--- src/als_consts.svh ---
// Purpose: Constants of the serial result lane sequencer
// Assumes: Eight channels, sixteen bit slots per result
// Notes: Included by package and design files
`ifndef ALS_CONSTS_SVH
`define ALS_CONSTS_SVH
`define ALS_CHANNELS 8
`define ALS_PAIRS 4
`define ALS_SLOT_BITS 16
`define ALS_SLOT_W 4
`define ALS_CH_W 3
`define ALS_CNT_W 7
`define ALS_FILL_W 4
`define ALS_PAIR_STRIDE 3'h2
`define ALS_FIFO_DEPTH 16
`define ALS_CNT_ZERO 7'h00
`define ALS_CNT_STEP 7'h01
`define ALS_FILL_ZERO 4'h0
`define ALS_FILL_STEP 4'h1
`define ALS_FILL_FULL 4'h8
`endif

--- src/als_pkg.sv ---
// Purpose: Types of the serial result lane sequencer
// Assumes: Constants header on the include path
// Notes: Pins and lanes travel as packed structs
`include "als_consts.svh"
package als_pkg;
  typedef logic [`ALS_SLOT_BITS-1:0] als_word_type;
  typedef struct packed {
    logic convert_strobe;
    logic shift_clock;
    logic data_rate_select;
    logic diff_mode_select;
  } als_pins_type;
  typedef struct packed {
    logic [`ALS_CHANNELS-1:0] result_lane;
    logic [`ALS_PAIRS-1:0] diff_result_pair_p;
    logic [`ALS_PAIRS-1:0] diff_result_pair_n;
    logic echoed_shift_clock;
  } als_lanes_type;
  typedef enum logic [1:0] {
    ST_FILL = 2'b01,
    ST_FULL = 2'b10
  } als_load_state_type;
endpackage

--- src/als_fifo.sv ---
// Purpose: Result word buffer between conversion core and sequencer
// Assumes: Power of two depth
// Notes: Valid and ready on both sides
`timescale 1ns/1ps
`default_nettype none
module als_fifo #(
  parameter int WIDTH = 16,
  parameter int DEPTH = 16
) (
  // Clock and reset
  input wire logic clk,
  input wire logic rst,
  // Fill side
  input wire logic in_valid,
  output logic in_ready,
  input wire logic [WIDTH-1:0] in_data,
  // Drain side
  output logic out_valid,
  input wire logic out_ready,
  output logic [WIDTH-1:0] out_data
);
  localparam int AW = $clog2(DEPTH);
  if (DEPTH < 2 || (1 << AW) != DEPTH || WIDTH < 1) begin : g_check
    $error("als_fifo needs a power of two depth of at least two");
  end
  logic [WIDTH-1:0] mem_reg [DEPTH];
  logic [AW-1:0] wr_reg, wr_next, rd_reg, rd_next;
  logic [AW:0] cnt_reg, cnt_next;
  logic push, pop;

  always_comb begin
    in_ready = cnt_reg != (AW+1)'(DEPTH);
    out_valid = cnt_reg != '0;
    out_data = mem_reg[rd_reg];
    push = in_valid && in_ready;
    pop = out_valid && out_ready;
    wr_next = push ? wr_reg + 1'b1 : wr_reg;
    rd_next = pop ? rd_reg + 1'b1 : rd_reg;
    cnt_next = cnt_reg + (AW+1)'(push) - (AW+1)'(pop);
  end

  always_ff @(posedge clk or posedge rst) begin
    if (rst) begin
      wr_reg <= '0;
      rd_reg <= '0;
      cnt_reg <= '0;
    end else begin
      wr_reg <= wr_next;
      rd_reg <= rd_next;
      cnt_reg <= cnt_next;
    end
  end

  always_ff @(posedge clk) begin
    if (push) begin
      mem_reg[wr_reg] <= in_data;
    end
  end
endmodule
`default_nettype wire

--- src/als_sequencer.sv ---
// Purpose: Places eight channel results on serial lanes in circular order
// Assumes: Pins are asynchronous to CLOCK and far slower than it
// Notes: Eight results per conversion arrive through the buffer
`timescale 1ns/1ps
`default_nettype none
`include "als_consts.svh"
module als_sequencer #(
  parameter int FIFO_DEPTH = `ALS_FIFO_DEPTH
) (
  // Clock and reset
  input wire logic CLOCK,
  input wire logic SYS_RST,
  // Pins from the host
  input wire als_pkg::als_pins_type PINS,
  // Results from the conversion core
  input wire logic RESULT_VALID,
  output logic RESULT_READY,
  input wire als_pkg::als_word_type RESULT_DATA,
  // Serial lanes to the host
  output als_pkg::als_lanes_type LANES
);
  import als_pkg::*;

  if (FIFO_DEPTH < `ALS_CHANNELS) begin : g_check
    $error("Buffer must hold at least one full frame");
  end

  // Pin synchronisers
  als_pins_type sync1_reg, sync2_reg, prev_reg;
  always_ff @(posedge CLOCK or posedge SYS_RST) begin
    if (SYS_RST) begin
      sync1_reg <= '0;
      sync2_reg <= '0;
      prev_reg <= '0;
    end else begin
      sync1_reg <= PINS;
      sync2_reg <= sync1_reg;
      prev_reg <= sync2_reg;
    end
  end

  logic cnv_fall, sck_fall, sck_any, shift_adv;
  always_comb begin
    cnv_fall = prev_reg.convert_strobe && !sync2_reg.convert_strobe;
    sck_fall = prev_reg.shift_clock && !sync2_reg.shift_clock;
    sck_any = prev_reg.shift_clock != sync2_reg.shift_clock;
    shift_adv = sync2_reg.data_rate_select ? sck_any : sck_fall;
  end

  // Result buffer
  logic buf_valid, buf_ready;
  als_word_type buf_data;
  als_fifo #(
    .WIDTH(`ALS_SLOT_BITS),
    .DEPTH(FIFO_DEPTH)
  ) u_fifo (
    .clk(CLOCK),
    .rst(SYS_RST),
    .in_valid(RESULT_VALID),
    .in_ready(RESULT_READY),
    .in_data(RESULT_DATA),
    .out_valid(buf_valid),
    .out_ready(buf_ready),
    .out_data(buf_data)
  );

  // Frame loader
  als_load_state_type st_reg, st_next;
  logic [`ALS_FILL_W-1:0] fill_reg, fill_next;
  als_word_type stage_reg [`ALS_CHANNELS];
  als_word_type stage_next [`ALS_CHANNELS];
  als_word_type frame_reg [`ALS_CHANNELS];
  als_word_type frame_next [`ALS_CHANNELS];
  logic active_reg, active_next;
  logic [`ALS_CNT_W-1:0] cnt_reg, cnt_next;

  always_comb begin
    st_next = st_reg;
    fill_next = fill_reg;
    stage_next = stage_reg;
    frame_next = frame_reg;
    active_next = active_reg;
    cnt_next = cnt_reg;
    buf_ready = 1'b0;
    unique case (st_reg)
      ST_FILL: begin
        buf_ready = 1'b1;
        if (buf_valid) begin
          stage_next[fill_reg[`ALS_CH_W-1:0]] = buf_data;
          fill_next = fill_reg + `ALS_FILL_STEP;
          if (fill_next == `ALS_FILL_FULL) begin
            st_next = ST_FULL;
          end
        end
      end
      ST_FULL: begin
        if (cnv_fall) begin
          frame_next = stage_reg;
          fill_next = `ALS_FILL_ZERO;
          st_next = ST_FILL;
        end
      end
      default: begin
        st_next = ST_FILL;
        fill_next = `ALS_FILL_ZERO;
      end
    endcase
    if (cnv_fall) begin
      active_next = 1'b1;
      cnt_next = `ALS_CNT_ZERO;
    end else if (active_reg && shift_adv) begin
      cnt_next = cnt_reg + `ALS_CNT_STEP;
    end
  end

  always_ff @(posedge CLOCK or posedge SYS_RST) begin
    if (SYS_RST) begin
      st_reg <= ST_FILL;
      fill_reg <= `ALS_FILL_ZERO;
      active_reg <= 1'b0;
      cnt_reg <= `ALS_CNT_ZERO;
      for (int i = 0; i < `ALS_CHANNELS; i++) begin
        stage_reg[i] <= '0;
        frame_reg[i] <= '0;
      end
    end else begin
      st_reg <= st_next;
      fill_reg <= fill_next;
      active_reg <= active_next;
      cnt_reg <= cnt_next;
      stage_reg <= stage_next;
      frame_reg <= frame_next;
    end
  end

  // Lane data
  als_lanes_type lanes_reg, lanes_next;
  logic [`ALS_CH_W-1:0] slot_idx, ch_idx;
  logic [`ALS_SLOT_W-1:0] bit_idx;
  als_word_type frame_cur [`ALS_CHANNELS];
  always_comb begin
    frame_cur = frame_next;
    slot_idx = cnt_next[`ALS_CNT_W-1:`ALS_SLOT_W];
    bit_idx = ~cnt_next[`ALS_SLOT_W-1:0];
    lanes_next = '0;
    ch_idx = '0;
    for (int i = 0; i < `ALS_CHANNELS; i++) begin
      ch_idx = `ALS_CH_W'(i) + slot_idx;
      lanes_next.result_lane[i] = active_next && frame_cur[ch_idx][bit_idx];
    end
    for (int p = 0; p < `ALS_PAIRS; p++) begin
      ch_idx = `ALS_CH_W'(p) * `ALS_PAIR_STRIDE + slot_idx;
      lanes_next.diff_result_pair_p[p] = active_next && frame_cur[ch_idx][bit_idx];
      lanes_next.diff_result_pair_n[p] = sync2_reg.diff_mode_select &&
        !lanes_next.diff_result_pair_p[p];
    end
    lanes_next.echoed_shift_clock = sync2_reg.shift_clock;
  end

  always_ff @(posedge CLOCK or posedge SYS_RST) begin
    if (SYS_RST) begin
      lanes_reg <= '0;
    end else begin
      lanes_reg <= lanes_next;
    end
  end

  assign LANES = lanes_reg;
endmodule
`default_nettype wire

--- config.mk ---
export PLATFORM = sky130hd
export DESIGN_NAME = als_sequencer
export DESIGN_NICKNAME = d
export VERILOG_FILES = /design/src/als_pkg.sv /design/src/als_fifo.sv /design/src/als_sequencer.sv
export VERILOG_INCLUDE_DIRS = /design/src /design/src/src
export SDC_FILE = /design/constraint.sdc
export NUM_CORES = 1
export LEC_CHECK = 0
export BUFFER_PORTS_ARGS = -buffer_cell sky130_fd_sc_hd__clkbuf_2
export CORE_MARGIN = 1.5
export CORE_UTILIZATION = 25
export DETAILED_ROUTE_END_ITERATION = 6
export SYNTH_ARGS = -nofsm -noshare
export SYNTH_HDL_FRONTEND = slang
export SYNTH_SLANG_ARGS = --single-unit
--- constraint.sdc ---
create_clock -name CLOCK -period 14.1 [get_ports CLOCK]
set_clock_uncertainty 0.15 [all_clocks]
set_input_delay 1.41 -clock CLOCK [delete_from_list [all_inputs] [get_ports CLOCK]]
set_output_delay 1.41 -clock CLOCK [all_outputs]
set_load 0.01 [all_outputs]
==> metrics.txt <==
Layout Nets 1945; H-tree depth 2; WP data required 14.41 ns; chip width 333.1 microns; fillers 10730; number of synthesized register bits 561; final setup fails 0; post-cts repair resize count 0; min Tclk post-route 5.728 ns; total global routing overflow 0; initial antenna violation count 5; clock tree buffer depth 3; Critical Path Source Type flop; number of synthesized flops with an enable pin 256; CTS buffer count 55; FFs w/ async S/R, synth 54.37%; Leakage 12.34 nW; Slew @ Worst Pin 1.207 ns; arrival time worst endpoint 6.03 ns; CP endpoint kind flop; syn nets 1927; PD cells 181.8 mW/mm^2; per-cell routed wire length 22.44 microns; Skew-Pair Late Insertion Delay 0.65 ns; post-synth top area share 28.22%; Critical Path, Cell by Cell nor2b_1, nor2_1, mux2i_4, buf_4, clkinv_2, buf_4, o211ai_1, a21oi_1, a2111o_1, o21ai_2, a2bb2oi_1; IO Pins 41; f_max 174.6 MHz; IO Port Bufs 40; largest net degree at the start of global routing 145; routed wire length 75270 microns; cell mode on critical path buf_4; slowest stage delay, CP 0.76 ns; DR pass1 iterations 7; main flop type after synthesis dfrtp_1; GR Layer Usage met3 2.715%; Min-Delay Path Class reg2reg; final hold violation count 0; Tot Pwr 5.603 mW; crit path kind reg2reg; Max IR drop VDD 0.0001392 V; Final ANT Viol Nets 0; post-DP HPWL 49590 microns; Syn Area/Cell 14.43 sq um; via/cell ratio 5.040; vias in the first global route 17280; TritonCTS clock tree done; post-synthesis sequential area ratio 56.25%; share of cells above drive strength 1 30.92%; Post-CTS Setup Inserts 0; Max Cap Viol 0; GR Util All Layers 13.42%; row cnt 120; Clock Pin Slew Worst Setup and Hold Paths 0.06 ns; crit path max-delay cell type clkinv_2; synthesized cell area 0.02724 sq mm; Cells after Synth 1888; max FFs per register 256; failing checks design-rule violations; most area-consuming cells after synthesis edfxtp_1, dfrtp_1, mux2_2, mux4_2, mux2i_1; Worst slew margin 17.22%; placed instance area 0.02897 sq mm; worst hold margin 0.1999 ns; routing usage on met1 19.09%; area occupied by multi-input gates 0.01117 sq mm; Die Ht 333.1 microns; cell area after layout 0.03082 sq mm; Initial Util 25.34%; Synth cell types 85; Yosys top cell by area edfxtp_1; Sum Neg Setup Slack 0 ns; outcome finished with violations; Root Buffer clkbuf_16; DRC Markers 3; Final Max Tran Viols 0; GRT met2 Usage 20.84%; Placeable Area 0.1075 sq mm; YS warnings 0; Via Count 16900; Die Area 0.1109 sq mm; 1st-iter DRT viols 1583; # clock sinks 561; cts hold-fix bufs 0; Storage cell area 0.01533 sq mm; RSZ-0062 raised after global routing false; area grow syn2layout 13.16%; first-pass GRT wire length 113100 microns; worst-path fanout max 51; fin crit share 40.62%; gpl congestion 0.9023; GRT Max-Usage Layer met2
[worst max-delay path: cells and delay by family (launching register included)]
family	cells	cell delay [ns]
buf+inv	3	1.96
compound gates	5	1.61
simple gates	2	0.87
mux	1	0.49
flops	1	0.43
[final timing paths]
kind / start / to / slack (ns) / cells past startpoint
max: sync2_reg[3]$_DFF_PP0_ / LANES[7]$_DFF_PP0_ / 8.37 / 11
min: sync1_reg[0]$_DFF_PP0_ / sync2_reg[0]$_DFF_PP0_ / 0.20 / 0
max reg2reg: sync2_reg[3]$_DFF_PP0_ / LANES[7]$_DFF_PP0_ / 8.37 / 11
min reg2reg: sync1_reg[0]$_DFF_PP0_ / sync2_reg[0]$_DFF_PP0_ / 0.20 / 0
max in group asynchronous: SYS_RST / frame_reg[94]$_DFF_PP0_ / 10.70 / 4
min in group asynchronous: SYS_RST / stage_reg[54]$_DFFE_PP0P_ / 0.74 / 2
[area by class of cell]
type | count | area share [%]
multi-input combinational | 1160 | 36.23
clock inverter | 38 | 1.413
clock buffer | 63 | 4.595
sequential | 561 | 49.73
tap | 1403 | 5.696
inverter | 45 | 0.5927
antenna | 1 | 0.008119
timing repair buffer | 83 | 1.738
[kinds of logic after synthesis]
kind of cell	after synthesis	share of synthesized area, %
adder cells (fa/ha/maj)	16	0.7626
buffers and inverters	167	3.101
flip-flops	561	56.25
multiplexers	559	26.83
AND/OR/NAND/NOR	335	6.128
AO/OA/AOI/OAI	228	6.220
XOR/XNOR	22	0.7075
[cells in the mapped netlist, drive strengths merged (4+ instances only)]
cell       n
a211o      5
a211oi    13
a21o       9
a21oi     19
a221oi     8
a22oi     31
a32oi      4
and2       4
and3       8
buf       88
clkbuf    34
clkinv     4
dfrtp    304
edfxtp   256
ha        15
inv       41
mux2     268
mux2i    182
mux4     109
nand2     52
nand2b     7
nand3     29
nand4     11
nor2      76
nor3      98
nor4      28
o2111ai    4
o211ai    23
o21ai     23
o221ai    11
o22a       4
o22ai     39
o311ai     4
or2        5
xnor2     15
xor2       7
[layer usage]
layer | share of wire [%] | vias to the layer above | wire (microns)
li1 | - | 7411 | -
met1 | 46 | 8887 | 34660
met2 | 46 | 492 | 34470
met3 | 6.1 | 108 | 4559
met4 | 2.0 | 6 | 1536
met5 | 0.060 | - | 45
[power breakdown]
group	switching (mW)	internal [mW]
clock network	0.664	0.856
logic	1.00	0.781
registers	0.229	2.07
total	1.89	3.71
[per-stage QoR]
step	std cells	setup WS, ns	utilization [%]
floorplan	1888	4.111	-
global placement	3252	8.597	26.94
detailed placement	3252	8.454	26.94
CTS	3353	8.451	28.67
global route	3353	8.004	28.67
finish	3354	8.372	28.67
[cell usage in the layout (no fill, tap or decap), drive strengths merged, types with 27 or more instances in the layout]
cell / instances
inv: 43
nor2: 76
mux2: 268
nand3: 29
nor3: 98
dfrtp: 304
edfxtp: 256
nand2: 52
o22ai: 39
buf: 43
nor4: 28
a22oi: 31
clkinv: 27
clkbuf: 103
mux4: 109
mux2i: 182
(Power assumes the default switching activity.)
